File: src/rtl/role_res_pkg.sv
// Purpose: Shared constants and types for the lead/follow role resolution block
// Assumes: 32-bit register bus, one aligned word per register
// Notes:   Page layouts are those of the gigabit role exchange
package role_res_pkg;

  // Register byte offsets
  localparam logic [7:0]  CTRL_OFS      = 8'h00;
  localparam logic [7:0]  STATUS_OFS    = 8'h04;
  localparam logic [7:0]  SEED_OFS      = 8'h08;
  localparam logic [7:0]  ADV_OFS       = 8'h0C;
  localparam logic [7:0]  PARTNER_OFS   = 8'h10;

  // Control field positions
  localparam int          FORCE_EN_POS  = 0;
  localparam int          FORCE_VAL_POS = 1;
  localparam int          PORT_POS      = 2;
  localparam int          FULL_POS      = 3;
  localparam int          HALF_POS      = 4;
  localparam logic [4:0]  CTRL_RESET    = 5'h00;
  localparam logic [14:0] ADV_RESET     = 15'h0001;

  // Status field positions
  localparam int          FAULT_POS     = 15;
  localparam int          ROLE_POS      = 14;
  localparam int          VALID_POS     = 13;
  localparam int          LFAIL_POS     = 12;
  localparam int          SEQERR_POS    = 11;
  localparam int          CNT_POS       = 0;

  // Page contents
  localparam logic [10:0] MSG_CODE_ROLE = 11'h008;
  localparam logic [1:0]  PG_BASE       = 2'h0;
  localparam logic [1:0]  PG_MSG        = 2'h1;
  localparam logic [1:0]  PG_UNF1       = 2'h2;
  localparam logic [1:0]  PG_UNF2       = 2'h3;
  localparam logic [10:0] SEED_ALL_ONES = 11'h7FF;
  localparam logic [10:0] LFSR_RESET    = 11'h5A3;
  localparam logic [3:0]  SEED_LIMIT    = 4'h7;

  // Bus answers
  localparam logic [1:0]  RESP_OKAY     = 2'h0;
  localparam logic [1:0]  RESP_SLVERR   = 2'h2;

  typedef enum logic [4:0] {
    ST_IDLE  = 5'b00001,
    ST_XCHG  = 5'b00010,
    ST_GOOD  = 5'b00100,
    ST_FAIL  = 5'b01000,
    ST_FAULT = 5'b10000
  } res_state_e;

  typedef enum logic [1:0] {
    TY_SINGLE = 2'h0,
    TY_MULTI  = 2'h1,
    TY_FLEAD  = 2'h2,
    TY_FFOLL  = 2'h3
  } dev_type_e;

  typedef struct packed {
    logic        valid;
    logic [1:0]  idx;
    logic [15:0] bits;
  } page_s;

  typedef struct packed {
    logic valid;
    logic leader;
  } role_s;

endpackage : role_res_pkg

File: src/rtl/role_resolve.sv
// Purpose: Fills the role exchange pages and resolves leader/follower role
// Assumes: Negotiation arbitration sits on sys_clk and drives the event pulses
// Notes:   Registers reached over an AXI4-Lite slave; no interrupt output
// Function
// - Exchange base, message, two unformatted pages in order
// - Ignore second acknowledge bit of received pages
// - Base page next-page bit set, rest advertised
// - Message page code field holds eight
// - Upper six bits of unformatted page zero
// - Duplex bits and port type from control
// - Forced role value and enable bits
// - Second unformatted page carries eleven-bit seed
// - Classify each side's type from page one
// - Resolve at good-check entry, gigabit only
// - Forced and port-type priorities decide role
// - Equal unforced types: larger seed leads
// - Equal seeds fail link, send new seed
// - Both forced alike: fault, complete, fail
// - Restart only after inhibit timer expiry
// - Seed counter cleared at start, counts seeds
// - Completion clears seed counter and fault
// - Seven seeds without resolution raise fault
// - Success reports role in status and indication
// - Seeds uniform from zero, uncorrelated, implementer's method
// - Fault latches, clears on read and events
`timescale 1ns/10ps
module role_resolve
  import role_res_pkg::*;
(
  input  wire  logic        sys_clk,
  input  wire  logic        reset,
  // AXI4-Lite slave
  input  wire  logic [7:0]  s_axi_awaddr,
  input  wire  logic        s_axi_awvalid,
  output logic              s_axi_awready,
  input  wire  logic [31:0] s_axi_wdata,
  input  wire  logic [3:0]  s_axi_wstrb,
  input  wire  logic        s_axi_wvalid,
  output logic              s_axi_wready,
  output logic [1:0]        s_axi_bresp,
  output logic              s_axi_bvalid,
  input  wire  logic        s_axi_bready,
  input  wire  logic [7:0]  s_axi_araddr,
  input  wire  logic        s_axi_arvalid,
  output logic              s_axi_arready,
  output logic [31:0]       s_axi_rdata,
  output logic [1:0]        s_axi_rresp,
  output logic              s_axi_rvalid,
  input  wire  logic        s_axi_rready,
  // Negotiation arbitration side
  input  wire  logic        neg_cycle_start,
  input  wire  logic        pulse_link_good_check_state,
  input  wire  logic        highest_common_technology,
  input  wire  logic        inhibit_expired,
  input  wire  logic        neg_enable_evt,
  input  wire  logic        neg_complete_evt,
  input  wire  logic        attach_reset,
  input  wire  logic [1:0]  tx_page_sel,
  output logic [15:0]       tx_page,
  input  wire  page_s       rx_page,
  output logic              copper_link_state,
  output logic              restart_req,
  output role_s             role_result_indication
);

  logic [4:0]  ctrl_r;
  logic [14:0] adv_r;
  logic [10:0] lfsr_r;
  logic [10:0] seed_r;
  logic [3:0]  seed_cnt_r;
  logic        seed_due_r;
  logic [15:0] rem_unf1_r;
  logic [10:0] rem_seed_r;
  logic [1:0]  exp_idx_r;
  logic        pages_ok_r;
  logic        seq_err_r;
  logic        fault_r;
  logic        link_fail_r;
  role_s       role_r;
  logic [15:0] tx_page_r;
  res_state_e  state_r;
  res_state_e  state_nxt;

  // Bus holding registers
  logic        aw_held_r;
  logic        w_held_r;
  logic [7:0]  awaddr_r;
  logic [31:0] wdata_r;
  logic [3:0]  wstrb_r;
  logic        bvalid_r;
  logic [1:0]  bresp_r;
  logic        rvalid_r;
  logic [31:0] rdata_r;
  logic [1:0]  rresp_r;

  // Resolution terms
  dev_type_e   loc_type;
  dev_type_e   rem_type;
  logic        resolve_now;
  logic        forced_clash;
  logic        seed_tie;
  logic        loc_leads;
  logic        wr_fire;
  logic        rd_fire;
  logic        status_read;
  logic        seed_gen;
  logic [31:0] status_word;

  // Type from unformatted page one bits 2..0
  function automatic dev_type_e classify(input logic [2:0] u);
    dev_type_e t;
    t = TY_SINGLE;
    if (u[0]) begin
      t = u[1] ? TY_FLEAD : TY_FFOLL;
    end else if (u[2]) begin
      t = TY_MULTI;
    end
    return t;
  endfunction : classify

  // Bus slave
  assign s_axi_awready = !aw_held_r && !bvalid_r;
  assign s_axi_wready  = !w_held_r && !bvalid_r;
  assign s_axi_bvalid  = bvalid_r;
  assign s_axi_bresp   = bresp_r;
  assign s_axi_arready = !rvalid_r;
  assign s_axi_rvalid  = rvalid_r;
  assign s_axi_rdata   = rdata_r;
  assign s_axi_rresp   = rresp_r;

  assign wr_fire     = aw_held_r && w_held_r && !bvalid_r;
  assign rd_fire     = s_axi_arvalid && !rvalid_r;
  assign status_read = rd_fire && (s_axi_araddr == STATUS_OFS);

  always_ff @(posedge sys_clk) begin
    if (reset) begin
      aw_held_r <= 1'b0;
      w_held_r  <= 1'b0;
      awaddr_r  <= 8'h00;
      wdata_r   <= 32'h0000_0000;
      wstrb_r   <= 4'h0;
    end else begin
      if (s_axi_awvalid && s_axi_awready) begin
        aw_held_r <= 1'b1;
        awaddr_r  <= s_axi_awaddr;
      end else if (wr_fire) begin
        aw_held_r <= 1'b0;
      end
      if (s_axi_wvalid && s_axi_wready) begin
        w_held_r <= 1'b1;
        wdata_r  <= s_axi_wdata;
        wstrb_r  <= s_axi_wstrb;
      end else if (wr_fire) begin
        w_held_r <= 1'b0;
      end
    end
  end

  always_ff @(posedge sys_clk) begin
    if (reset) begin
      bvalid_r <= 1'b0;
      bresp_r  <= RESP_OKAY;
    end else if (wr_fire) begin
      bvalid_r <= 1'b1;
      bresp_r  <= (awaddr_r == CTRL_OFS || awaddr_r == ADV_OFS) ? RESP_OKAY : RESP_SLVERR;
    end else if (s_axi_bready) begin
      bvalid_r <= 1'b0;
    end
  end

  // Writable registers; byte lanes honoured
  always_ff @(posedge sys_clk) begin
    if (reset) begin
      ctrl_r <= CTRL_RESET;
      adv_r  <= ADV_RESET;
    end else if (wr_fire) begin
      if (awaddr_r == CTRL_OFS && wstrb_r[0]) begin
        ctrl_r <= wdata_r[4:0];
      end
      if (awaddr_r == ADV_OFS) begin
        if (wstrb_r[0]) begin
          adv_r[7:0] <= wdata_r[7:0];
        end
        if (wstrb_r[1]) begin
          adv_r[14:8] <= wdata_r[14:8];
        end
      end
    end
  end

  always_comb begin
    status_word                = 32'h0000_0000;
    status_word[FAULT_POS]     = fault_r;
    status_word[ROLE_POS]      = role_r.leader;
    status_word[VALID_POS]     = role_r.valid;
    status_word[LFAIL_POS]     = link_fail_r;
    status_word[SEQERR_POS]    = seq_err_r;
    status_word[CNT_POS +: 4]  = seed_cnt_r;
  end

  always_ff @(posedge sys_clk) begin
    if (reset) begin
      rvalid_r <= 1'b0;
      rdata_r  <= 32'h0000_0000;
      rresp_r  <= RESP_OKAY;
    end else if (rd_fire) begin
      rvalid_r <= 1'b1;
      rresp_r  <= RESP_OKAY;
      case (s_axi_araddr)
        CTRL_OFS:    rdata_r <= {27'h0, ctrl_r};
        STATUS_OFS:  rdata_r <= status_word;
        SEED_OFS:    rdata_r <= {21'h0, seed_r};
        ADV_OFS:     rdata_r <= {17'h0, adv_r};
        PARTNER_OFS: rdata_r <= {5'h0, rem_seed_r, rem_unf1_r};
        default: begin
          rdata_r <= 32'h0000_0000;
          rresp_r <= RESP_SLVERR;
        end
      endcase
    end else if (s_axi_rready) begin
      rvalid_r <= 1'b0;
    end
  end

  // Outgoing pages
  always_ff @(posedge sys_clk) begin
    if (reset) begin
      tx_page_r <= 16'h0000;
    end else begin
      case (tx_page_sel)
        PG_BASE: tx_page_r <= {1'b1, adv_r};
        PG_MSG:  tx_page_r <= {5'h00, MSG_CODE_ROLE};
        PG_UNF1: tx_page_r <= {5'h00, 6'h00,
                               ctrl_r[HALF_POS], ctrl_r[FULL_POS], ctrl_r[PORT_POS],
                               ctrl_r[FORCE_VAL_POS], ctrl_r[FORCE_EN_POS]};
        PG_UNF2: tx_page_r <= {5'h00, seed_r};
        default: tx_page_r <= 16'h0000;
      endcase
    end
  end
  assign tx_page = tx_page_r;

  // Received pages must arrive in order; the code field, all of page one and the low seed bits are read
  always_ff @(posedge sys_clk) begin
    if (reset) begin
      exp_idx_r  <= PG_BASE;
      pages_ok_r <= 1'b0;
      seq_err_r  <= 1'b0;
      rem_unf1_r <= 16'h0000;
      rem_seed_r <= 11'h000;
    end else if (neg_cycle_start) begin
      exp_idx_r  <= PG_BASE;
      pages_ok_r <= 1'b0;
      seq_err_r  <= 1'b0;
    end else if (rx_page.valid) begin
      if (rx_page.idx != exp_idx_r || pages_ok_r ||
          (rx_page.idx == PG_MSG && rx_page.bits[10:0] != MSG_CODE_ROLE)) begin
        seq_err_r <= 1'b1;
      end else begin
        exp_idx_r <= exp_idx_r + 2'h1;
        if (rx_page.idx == PG_UNF1) begin
          rem_unf1_r <= rx_page.bits;
        end
        if (rx_page.idx == PG_UNF2) begin
          rem_seed_r <= rx_page.bits[10:0];
          pages_ok_r <= 1'b1;
        end
      end
    end
  end

  // Free-running generator; nonzero values less one give 0..2046
  always_ff @(posedge sys_clk) begin
    if (reset) begin
      lfsr_r <= LFSR_RESET;
    end else begin
      lfsr_r <= {lfsr_r[9:0], lfsr_r[10] ^ lfsr_r[8]};
    end
  end

  assign seed_gen = seed_due_r && (state_r == ST_IDLE || neg_cycle_start);

  always_ff @(posedge sys_clk) begin
    if (reset) begin
      seed_r     <= 11'h000;
      seed_due_r <= 1'b1;
    end else if (seed_gen) begin
      seed_r     <= lfsr_r - 11'h001;
      seed_due_r <= 1'b0;
    end else if (resolve_now && seed_tie && seed_cnt_r < SEED_LIMIT) begin
      seed_due_r <= 1'b1;
    end
  end

  // Resolution
  assign loc_type     = classify(ctrl_r[2:0]);
  assign rem_type     = classify(rem_unf1_r[2:0]);
  assign resolve_now  = (state_r == ST_XCHG) && pulse_link_good_check_state &&
                        highest_common_technology && pages_ok_r && !seq_err_r;
  assign forced_clash = (loc_type == rem_type) &&
                        (loc_type == TY_FLEAD || loc_type == TY_FFOLL);
  assign seed_tie     = (loc_type == rem_type) && !forced_clash && (seed_r == rem_seed_r);

  always_comb begin
    loc_leads = 1'b0;
    case (loc_type)
      TY_FLEAD:  loc_leads = 1'b1;
      TY_FFOLL:  loc_leads = 1'b0;
      TY_MULTI:  loc_leads = (rem_type == TY_SINGLE) || (rem_type == TY_FFOLL) ||
                             (rem_type == TY_MULTI && seed_r > rem_seed_r);
      TY_SINGLE: loc_leads = (rem_type == TY_FFOLL) ||
                             (rem_type == TY_SINGLE && seed_r > rem_seed_r);
      default:   loc_leads = 1'b0;
    endcase
  end

  always_comb begin
    state_nxt = state_r;
    case (state_r)
      ST_IDLE: begin
        if (neg_cycle_start) begin
          state_nxt = ST_XCHG;
        end
      end
      ST_XCHG: begin
        if (pulse_link_good_check_state) begin
          if (!highest_common_technology) begin
            state_nxt = ST_GOOD;
          end else if (!pages_ok_r || seq_err_r) begin
            state_nxt = ST_FAIL;
          end else if (forced_clash || (seed_tie && seed_cnt_r >= SEED_LIMIT)) begin
            state_nxt = ST_FAULT;
          end else if (seed_tie) begin
            state_nxt = ST_FAIL;
          end else begin
            state_nxt = ST_GOOD;
          end
        end
      end
      ST_GOOD, ST_FAIL, ST_FAULT: begin
        if (neg_cycle_start) begin
          state_nxt = ST_XCHG;
        end
      end
      default: state_nxt = ST_IDLE;
    endcase
  end

  always_ff @(posedge sys_clk) begin
    if (reset) begin
      state_r <= ST_IDLE;
    end else begin
      state_r <= state_nxt;
    end
  end

  // Link state fails on tie, fault or broken exchange; cleared by the next cycle
  always_ff @(posedge sys_clk) begin
    if (reset) begin
      link_fail_r <= 1'b0;
    end else if (state_r == ST_XCHG && (state_nxt == ST_FAIL || state_nxt == ST_FAULT)) begin
      link_fail_r <= 1'b1;
    end else if (neg_cycle_start) begin
      link_fail_r <= 1'b0;
    end
  end
  assign copper_link_state = link_fail_r;
  assign restart_req       = link_fail_r && inhibit_expired;

  // Seed attempt counter
  always_ff @(posedge sys_clk) begin
    if (reset) begin
      seed_cnt_r <= 4'h0;
    end else if (resolve_now && !seed_tie) begin
      seed_cnt_r <= 4'h0;
    end else if (seed_gen && seed_cnt_r != 4'hF) begin
      seed_cnt_r <= seed_cnt_r + 4'h1;
    end
  end

  // Fault flag: set wins over every clear
  always_ff @(posedge sys_clk) begin
    if (reset) begin
      fault_r <= 1'b0;
    end else if (resolve_now && (forced_clash || (seed_tie && seed_cnt_r >= SEED_LIMIT))) begin
      fault_r <= 1'b1;
    end else if (resolve_now && !seed_tie) begin
      fault_r <= 1'b0;
    end else if (status_read || attach_reset || neg_enable_evt || neg_complete_evt) begin
      fault_r <= 1'b0;
    end
  end

  // Role held until the next negotiation cycle
  always_ff @(posedge sys_clk) begin
    if (reset) begin
      role_r <= '0;
    end else if (neg_cycle_start) begin
      role_r.valid <= 1'b0;
    end else if (resolve_now && !seed_tie && !forced_clash) begin
      role_r.valid  <= 1'b1;
      role_r.leader <= loc_leads;
    end
  end
  assign role_result_indication = role_r;

endmodule : role_resolve

File: config.mk
export PLATFORM = sky130hd
export DESIGN_NAME = role_resolve
export DESIGN_NICKNAME = d
export VERILOG_FILES = /design/src/rtl/role_res_pkg.sv /design/src/rtl/role_resolve.sv
export SDC_FILE = /design/constraint.sdc
export NUM_CORES = 1
export LEC_CHECK = 0
export ABC_CLOCK_PERIOD_IN_PS = 4590
export BUFFER_PORTS_ARGS = -buffer_cell sky130_fd_sc_hd__buf_2
export CAP_MARGIN = 10
export CELL_PAD_IN_SITES_DETAIL_PLACEMENT = 0
export CELL_PAD_IN_SITES_GLOBAL_PLACEMENT = 1
export CORE_ASPECT_RATIO = 2
export CORE_UTILIZATION = 43
export CTS_CLUSTER_SIZE = 10
export DETAILED_ROUTE_END_ITERATION = 8
export GPL_ROUTABILITY_DRIVEN = 0
export GPL_TIMING_DRIVEN = 0
export PLACE_DENSITY_LB_ADDON = 0.1
export SLEW_MARGIN = 20
export SYNTH_ARGS = -nofsm -noshare
export SYNTH_HDL_FRONTEND = slang
export SYNTH_SLANG_ARGS = --single-unit
File: constraint.sdc
create_clock -name sys_clk -period 4.59 [get_ports sys_clk]
set_clock_uncertainty 0.1 [all_clocks]
set_input_delay 0 -clock sys_clk [delete_from_list [all_inputs] [get_ports sys_clk]]
set_output_delay 0 -clock sys_clk [all_outputs]
set_load 0.01 [all_outputs]
Word-level counts from Yosys, hierarchy flattened
Cells that the tools add are included.
W data, S select, Z words.
- word-level logic and storage cells: 173
- output and inout bits: 61
- register bits after elaboration: 168
- bits of input ports: 87
- reductions and logical operators: 76
- order comparisons: 3
- eq/ne operators: 28
- bitwise logic cells: 3
- add/subtract/negate cells: 3
- muxes and demuxes: 32
- operators with widths (kind ; count):
    $pmux W27 S5 ; 1
    $pmux W16 S4 ; 1
    $logic_and A1 B1 Y1 ; 29
    $mux W5 ; 5
    $eq A8 B4 Y1 const B ; 3
    $mux W1 ; 18
    $logic_not A8 Y1 ; 2
    $eq A2 B2 Y1 const B ; 7
    $logic_or A1 B1 Y1 ; 14
    $reduce_bool A2 Y1 ; 6
    $eq A11 B11 Y1 ; 1
    $gt A11 B11 Y1 ; 1
    $ne A11 B4 Y1 const B ; 1
    $sub A11 B1 Y11 const B ; 1
    $eq A5 B4 Y1 const B ; 2
    $eq A5 B5 Y1 const B ; 2
    $pmux W5 S2 ; 1
    $reduce_and A3 Y1 ; 3
    $eq A2 B1 Y1 const B ; 4
    $eq A8 B3 Y1 const B ; 1
    $eq A8 B5 Y1 const B ; 1
    $logic_not A1 Y1 ; 8
    $mux W2 ; 4
    $reduce_and A2 Y1 ; 4
    other kinds (20) ; 25

Logic depth before layout (Yosys ltp)
Gate-level depths: netlist of run 1.
- word-level depth: 19
- depth in mapped cells: 8
- gate-level depth less buffers: 8

Least setup slack after synthesis of run 1
Ideal clock, no wire load.
- kind: register to register
- from: reg rem_seed_r[4]
- to: reg role_r (netlist bit role_result_indication[0])
- cell stages (with the launch flop): 9
- arrival: 1.832 ns
- period minus slack after synthesis: 2.064 ns
- path buffers: 0
- required time: 4.358 ns
- library setup time: 0.132 ns
- slack: 2.526 ns
- cell sequence: dfxtp_1 inv_1 ha_1 nand4_1 nor3_1 nor4b_2 or4_1 nor4_1 nor3_1
- word-level cells in the longest chain between the ends: 6
- elaborated cells on any way between the ends: 12
- those cells by class: 1 x order compare; 1 x eq/ne; 1 x mux; 9 x reduce/logical
- RTL lines (element ; RTL line ; text):
    from (decl) ; role_resolve.sv:73 ; logic [10:0] rem_seed_r;
    from (signal assigned) ; role_resolve.sv:265 ; rem_seed_r <= rx_page.bits[10:0];
    parallel branches: the longest is 6 deep, another holds $gt A11 B11 Y1 ; n/a ;
    to (decl) ; role_resolve.sv:79 ; role_s role_r;
Several ways; the timed one is not identified.
A chain may end at the register's enable or synchronous reset.

Final worst setup path of run 1
- from: reg rem_seed_r[10]
- to: reg link_fail_r (netlist: copper_link_state)
- word-level cells in the longest chain between the ends: 13
- elaborated cells on any way between the ends: 16
- those cells by class: 3 x eq/ne; 7 x mux; 6 x reduce/logical
- RTL lines (element ; RTL line ; text):
    $eq A11 B11 Y1 * ; role_resolve.sv:302 ; assign seed_tie = (loc_type == rem_type) && !forced_clash && (seed_r == rem_seed_r);
    $logic_and A1 B1 Y1 * ; role_resolve.sv:302 ;
    $logic_and A1 B1 Y1 ; role_resolve.sv:331 ; end else if (forced_clash || (seed_tie && seed_cnt_r >= SEED_LIMIT)) begin
    $logic_or A1 B1 Y1 ; role_resolve.sv:331 ;
    $mux W5 * ; role_resolve.sv:331 ;
    $mux W5 * ; role_resolve.sv:329 ; end else if (!pages_ok_r || seq_err_r) begin
    $mux W5 * ; role_resolve.sv:327 ; if (!highest_common_technology) begin
    $mux W5 * ; role_resolve.sv:326 ; if (pulse_link_good_check_state) begin
    $pmux W5 S2 * ; role_resolve.sv:319 ; case (state_r)
    $eq A5 B4 Y1 / $eq A5 B5 Y1 (equally long branches) ; role_resolve.sv:361 ; end else if (state_r == ST_XCHG && (state_nxt == ST_FAIL || state_nxt == ST_FAULT)) begin
    $logic_or A1 B1 Y1 * ; role_resolve.sv:361 ;
    $logic_and A1 B1 Y1 * ; role_resolve.sv:361 ;
    $mux W1 / $reduce_bool A2 Y1 (equally long branches) ; n/a ;
    to (signal assigned) ; role_resolve.sv:360 ; link_fail_r <= 1'b0;
    to (signal assigned) ; role_resolve.sv:362 ; link_fail_r <= 1'b1;
    to (signal assigned) ; role_resolve.sv:364 ; link_fail_r <= 1'b0;
    to (decl) ; role_resolve.sv:78 ; logic link_fail_r;
Mark *: on every way between the ends. The rest lies on a longest branch, timed or not.

==> impl_metrics.toml, run 1 <==
[setup_path]
arrival_ns = 3.36
path_class = "reg -> reg"
cp.required_ns = 4.86
crit_path_end_kind = "flop"
r2r_slack_ns = 1.50
crit_fanout = 7
critPathLaunchType = "flop"

[yosys]
yosys.area_share.simple = 0.2196
async_flop_share = 0
synth_compound_area_frac = 0.1598
synth_top_area_share = 0.4721
synthCells = 794
yosysUniqueCellTypes = 61
synthesis.area_sq_um = 6827
synth_fa_ha_area_frac = 0.02383
syn_avg_cell_area_sq_um = 8.598
synth_commonest_cells = "161 x dfxtp_1, 127 x nand2_1, 87 x nor2_1, 84 x a21oi_1, 35 x mux2i_1"
synth_most_common_cell = "dfxtp_1"
muxShareOfSynthArea = 0.05627
synthTopCellsByArea = "dfxtp_1 47%, nand2_1 7.0%, a21oi_1 6.2%"
synth-xor-area-share = 0.02181
yosysWarningCount = 0
synth_edf_count = 0
ys.flop_type = "dfxtp_1"
synth_top_family_by_area = "simple AND/OR/NAND/NOR gates"
synth_top_cell_by_area = "dfxtp_1"
synth-seq-cells = 161
yosysSeqAreaShare = 0.4721

[power]
p_total_mw = 3.278
p_int_mw = 2.384
vdd.ir_drop.worst_v = 0.0002742
power_switching_mw = 0.8939
sw_frac_of_total = 0.2727
pwr-share-seq = 0.462
leakage_nw = 3.677
share_comb_of_total_power = 0.116
pwr_density_cell_nw_per_um2 = 364.9
clkPwrFrac = 0.423

[outcome]
failed_checks = "hold timing"
run_status = "finished, violations left"

[die]
die_x_um = 91.10
start_util = 0.4440
die_h_um = 180.2
num_rows = 64
design.core.area_sq_um = 15370
io_pins = 148
die_area_sq_um = 16410

[final_layout]
instances_no_fill = 1219
nets = 1108
syn2layout_area_growth_pct = 31.60
drive_gt1_frac = 0.1851
finalCoreUtilization = 0.5843
num_antenna_cells = 0

[global_routing]
grtUsageTotal = 0.2600
grt_pass1_wl_um = 32620
grt_antenna_before_repair = 0
grt_pass1_vias = 6480
grt_max_degree = 17
grt_overflow = 0

[timing]
rsz0062_at_grt = "false"
setup_violations = 0
worst_slew_pin_slew_ns = 0.7869
period_share = 0.6723
slew_headroom = 0.4754
slew_viol_final = 0
holdWs_ns = -0.01035
layout_min_cycle_time_ns = 3.086
hold_viol = 4
fmax_mhz = 324.0
fin_tns_setup_ns = 0

[clock_tree]
clockBufferDepth = 2
clock_latency_ns = 0.42
cts-root-buf = "clkbuf_16"
cts_tree = "built"
cts_made_buffers = 17
htreeDepth = 4
path_clk_slew_ns = 0.07
postCtsSetupRepairBufs = 0
numClockSinks = 161

[detailed_routing]
wl_per_cell_um = 16.82
ant_nets = 0
dr.pass1.iters = 5
dr_total_vias = 6370
drt-total-wl_um = 20500
drt_iter0_drc = 267
drt-vias-per-instance = 5.226
remaining_drc_errors = 0

[flow_run]
maxCapViolations = 0

[min_path]
hp-class = "in -> reg"

[placement]
dp_cells = 1115
dpl.hpwl_um = 15730
numPortBuffers = 117
==> worst max-delay path, stage by stage, from the launching register on <==
cell and delay [ns]:
dfxtp_1 0.41, inv_1 0.06, ha_1 0.31, nand4_1 0.16, nor3_1 0.30, nor4b_2 0.62
nor3_1 0.19, nor2_1 0.17, a32o_1 0.18, dlygate4sd3_1 0.54
==> sequential cells by signal, indices dropped and copies added (netlist names), 8 cells and up <==
name	flops
tx_page	16
lfsr_r	11
rem_unf1_r	16
rem_seed_r	11
seed_r	11
s_axi_rdata	27
adv_r	15
awaddr_r	8
wdata_r	15
==> layout make-up <==
class / count / area [sq um]
Inverter: 22 / 82.58
Tap cell: 198 / 247.7
Multi-Input combinational cell: 567 / 3318
Clock buffer: 17 / 425.4
Clock inverter: 15 / 148.9
Timing Repair Buffer: 189 / 1306
Buffer: 50 / 231.5
Fill cell: 1502 / 6391
Sequential cell: 161 / 3223
==> power by group through the flow <==
stage	registers, mW	clock network (mW)	logic [mW]
after global placement	1.54	0	0.325
after global routing	1.52	1.47	0.420
after detailed placement	1.54	0	0.334
after floorplan	1.52	0	0.213
final	1.51	1.39	0.379
after CTS	1.51	1.41	0.380
==> placed cells by master (no fill, tap or decap), drive strengths merged, types with 3 or more instances in the layout <==
cell,netlist,routed
a211oi,15,15
a21oi,84,84
a221o,4,4
a222oi,7,7
a22o,7,7
a22oi,6,6
a311oi,3,3
a31oi,4,4
and2,13,13
and3,3,3
buf,18,135
clkbuf,32,49
clkinvlp,0,4
conb,1,7
dfxtp,161,161
dlygate4sd3,0,72
ha,13,13
inv,22,30
mux2,3,3
mux2i,35,35
nand2,127,127
nand2b,4,4
nand3,17,17
nand3b,3,3
nor2,91,91
nor2b,10,10
nor3,23,23
nor4,4,4
nor4b,4,4
o21a,4,4
o21ai,22,22
or2,6,6
or3,5,5
or4,6,6
xnor2,10,10
xor2,7,7
==> per-stage QoR <==
stage | setup WS, ns | cell area, sq um
2_1_floorplan | 2.526 | 6849
3_3_place_gp | 2.026 | 7682
3_5_place_dp | 1.972 | 7682
4_1_cts | 1.469 | 8977
5_1_grt | 1.201 | 8984
6_report | 1.504 | 8984
==> cell families after synthesis <==
logic type,Yosys count
AO/OA/AOI/OAI,172
XOR/XNOR,17
adder cells (fa/ha/maj),13
other,1
buffers and inverters,72
flip-flops,161
multiplexers,38
AND/OR/NAND/NOR,320
==> timing repair <==
item | 4_1_cts | 5_1_grt
endpoints found under the hold margin | 77 | 0
hold buffers | 72 | 0
resized for setup | 0 | 0
==> worst paths after layout <==
check / endpoint / from / depth (start not counted)
worst max-delay path: copper_link_state / rem_seed_r[10] / 9
worst min-delay path: tx_page[4] / tx_page_sel[0] / 4
worst max register to register: copper_link_state / rem_seed_r[10] / 9
worst min register to register: s_axi_rdata[12] / s_axi_rdata[12] / 2
==> routing by layer <==
metal | up-vias | routed length, um | track usage
met2 | 174 | 10970 | 0.4873
met3 | 53 | 704 | 0.04051
li1 | 3158 | - | -
met4 | 0 | 1287 | 0.1765
met5 | - | 0 | 0
met1 | 2985 | 7540 | 0.2564
(Power assumes the default switching activity.)
==> inputs of run 2 (changes only) <==
Settings changed: ABC_CLOCK_PERIOD_IN_PS 4590 to 2600, CORE_UTILIZATION 43 to 36.
Clock period 4.59 ns to 2.6 ns, I/O delays scaled along.
==> run 2 against run 1 <==
Against the previous run:
- the run now ends clean
- worst setup slack got worse by 1.3 ns
- register-to-register slack got worse by 1.3 ns
- die area increased by 19%
- via count up 0.47%
- sequential cell count is the same
- total power rose by 84%
- fmax grew 29%
- worst hold slack better by 0.040 ns
- combinational power grew 82%
- critical endpoint is now fault_r
==> impl_metrics.toml, run 2 (synthesis gave the netlist of run 1 again) <==
[final_layout]
final_common_cell = "dfxtp_1"
drive_gt1_frac = 0.1838
nets = 1111
num_antenna_cells = 0
final_cell_mix = "161 x dfxtp_1, 127 x nand2_1, 122 x buf_2"
largest_reg_flops = 27
syn2layout_area_growth_pct = 33.32

[min_path]
worstHoldStart = "rx_page[17]"
min_path_cells = 3
hp-class = "in -> reg"
hold_path_end = "exp_idx_r[1]"

[die]
start_util = 0.3712
die_area_sq_um = 19550
design.core.area_sq_um = 18390
die_x_um = 99.37
die_h_um = 196.7
num_rows = 70
io_pins = 148

[setup_path]
crit_fanout = 7
r2r_cells = 8
crit_path_end_kind = "flop"
r2r_slack_ns = 0.21
critPathLaunchType = "flop"
crit-reg2reg-launch = "rem_seed_r[10]"
cp.required_ns = 2.88
r2r-end = "fault_r"
arrival_ns = 2.67
path_class = "reg -> reg"

[clock_tree]
postCtsSetupRepairBufs = 0
cts_made_buffers = 17
cts-root-buf = "clkbuf_16"
cts_tree = "built"
clockBufferDepth = 2
numClockSinks = 161
htreeDepth = 4
clock_latency_ns = 0.43
path_clk_slew_ns = 0.07

[timing]
hold_viol = 0
setup_violations = 0
rsz0062_at_grt = "false"
final.setup.worst_slack_ns = 0.2140
layout_min_cycle_time_ns = 2.386
worst_slew_pin_slew_ns = 0.7679
fmax_mhz = 419.1
slew_viol_final = 0
slew_headroom = 0.4838
period_share = 0.9177

[placement]
numPortBuffers = 117
dpl.hpwl_um = 16990
dp_slack_ns = -0.01464

[flow_run]
maxCapViolations = 0

[detailed_routing]
remaining_drc_errors = 0
drt_iter0_drc = 240
drt-vias-per-instance = 5.165
drt-total-wl_um = 22100
dr.pass1.iters = 5
dr_total_vias = 6400
wl_per_cell_um = 17.84
ant_nets = 0

[global_routing]
grt_antenna_before_repair = 0
grt_pass1_wl_um = 34380
grt_max_degree = 17
grt_overflow = 0
grt_pass1_vias = 6515
use_met2 = 0.4439
grtUsageTotal = 0.2346
gr-usage-met1 = 0.2255
top_usage_layer = "met2"
met3_usage = 0.03936

[power]
vdd.ir_drop.worst_v = 0.0004273
leakage_nw = 3.722
p_total_mw = 6.023
pwr_density_cell_nw_per_um2 = 661.7

[outcome]
run_status = "complete, no violations"
-- run 2: power breakdown --
group	total (mW)	switching [mW]	internal, mW
combinational	0.688	0.381	0.307
sequential	2.68	0.114	2.56
clock	2.66	1.01	1.65
total	6.02	1.50	4.52
-- run 2: critical path: stages, from the launching register on --
cell and delay (ns):
dfxtp_1 0.38, inv_1 0.08, ha_1 0.31, nand4_1 0.19, nor3_2 0.28, nor4b_4 0.42, o21bai_1 0.26, a21oi_1 0.19
a21o_1 0.13
-- run 2: what timing repair did --
item / in CTS / in global routing
setup endpoints to repair: 3 / 5
endpoints found under the hold margin: 77 / 0
hold buffers: 75 / 0
resized for setup: 1 / 2
-- run 2: worst max-delay path by stage --
stage,cells after the start,slack [ns],from,end
2_1_floorplan,8,0.54,rem_seed_r[4],role_result_indication[0]
6_report,8,0.21,rem_seed_r[10],fault_r
3_5_place_dp,7,-0.01,seed_r[10],fault_r
4_1_cts,7,0.13,seed_r[8],role_result_indication[0]
3_3_place_gp,8,0.0005,rem_seed_r[10],fault_r
5_1_grt,8,0.01,rem_seed_r[10],fault_r
-- run 2: layout make-up --
type	count	area, sq um
fill	1814	9291
multi-input combinational	567	3338
sequential	161	3223
timing repair buffer	192	1336
clock buffer	21	460.4
tap	216	270.3
buffer	50	231.5
clock inverter	10	158.9
inverter	22	82.58
-- run 2: per-layer routing --
layer,vias up,share of wire
met5,-,0
met3,57,0.035
met2,174,0.54
li1,3180,-
met4,0,0.061
met1,2989,0.36
-- run 2: through the flow --
step	utilization	instances	hold slack, ns	TNS [ns]	area, sq um
global route	0.4948	1239	0.06227	0	9101
floorplan	-	800	-0.0009758	0	6849
detailed placement	0.4193	1133	0.08763	-0.02004	7711
finish	0.4948	1239	0.02935	0	9101
global placement	0.4189	1133	0.08130	0	7705
CTS	0.4942	1239	0.01038	0	9090
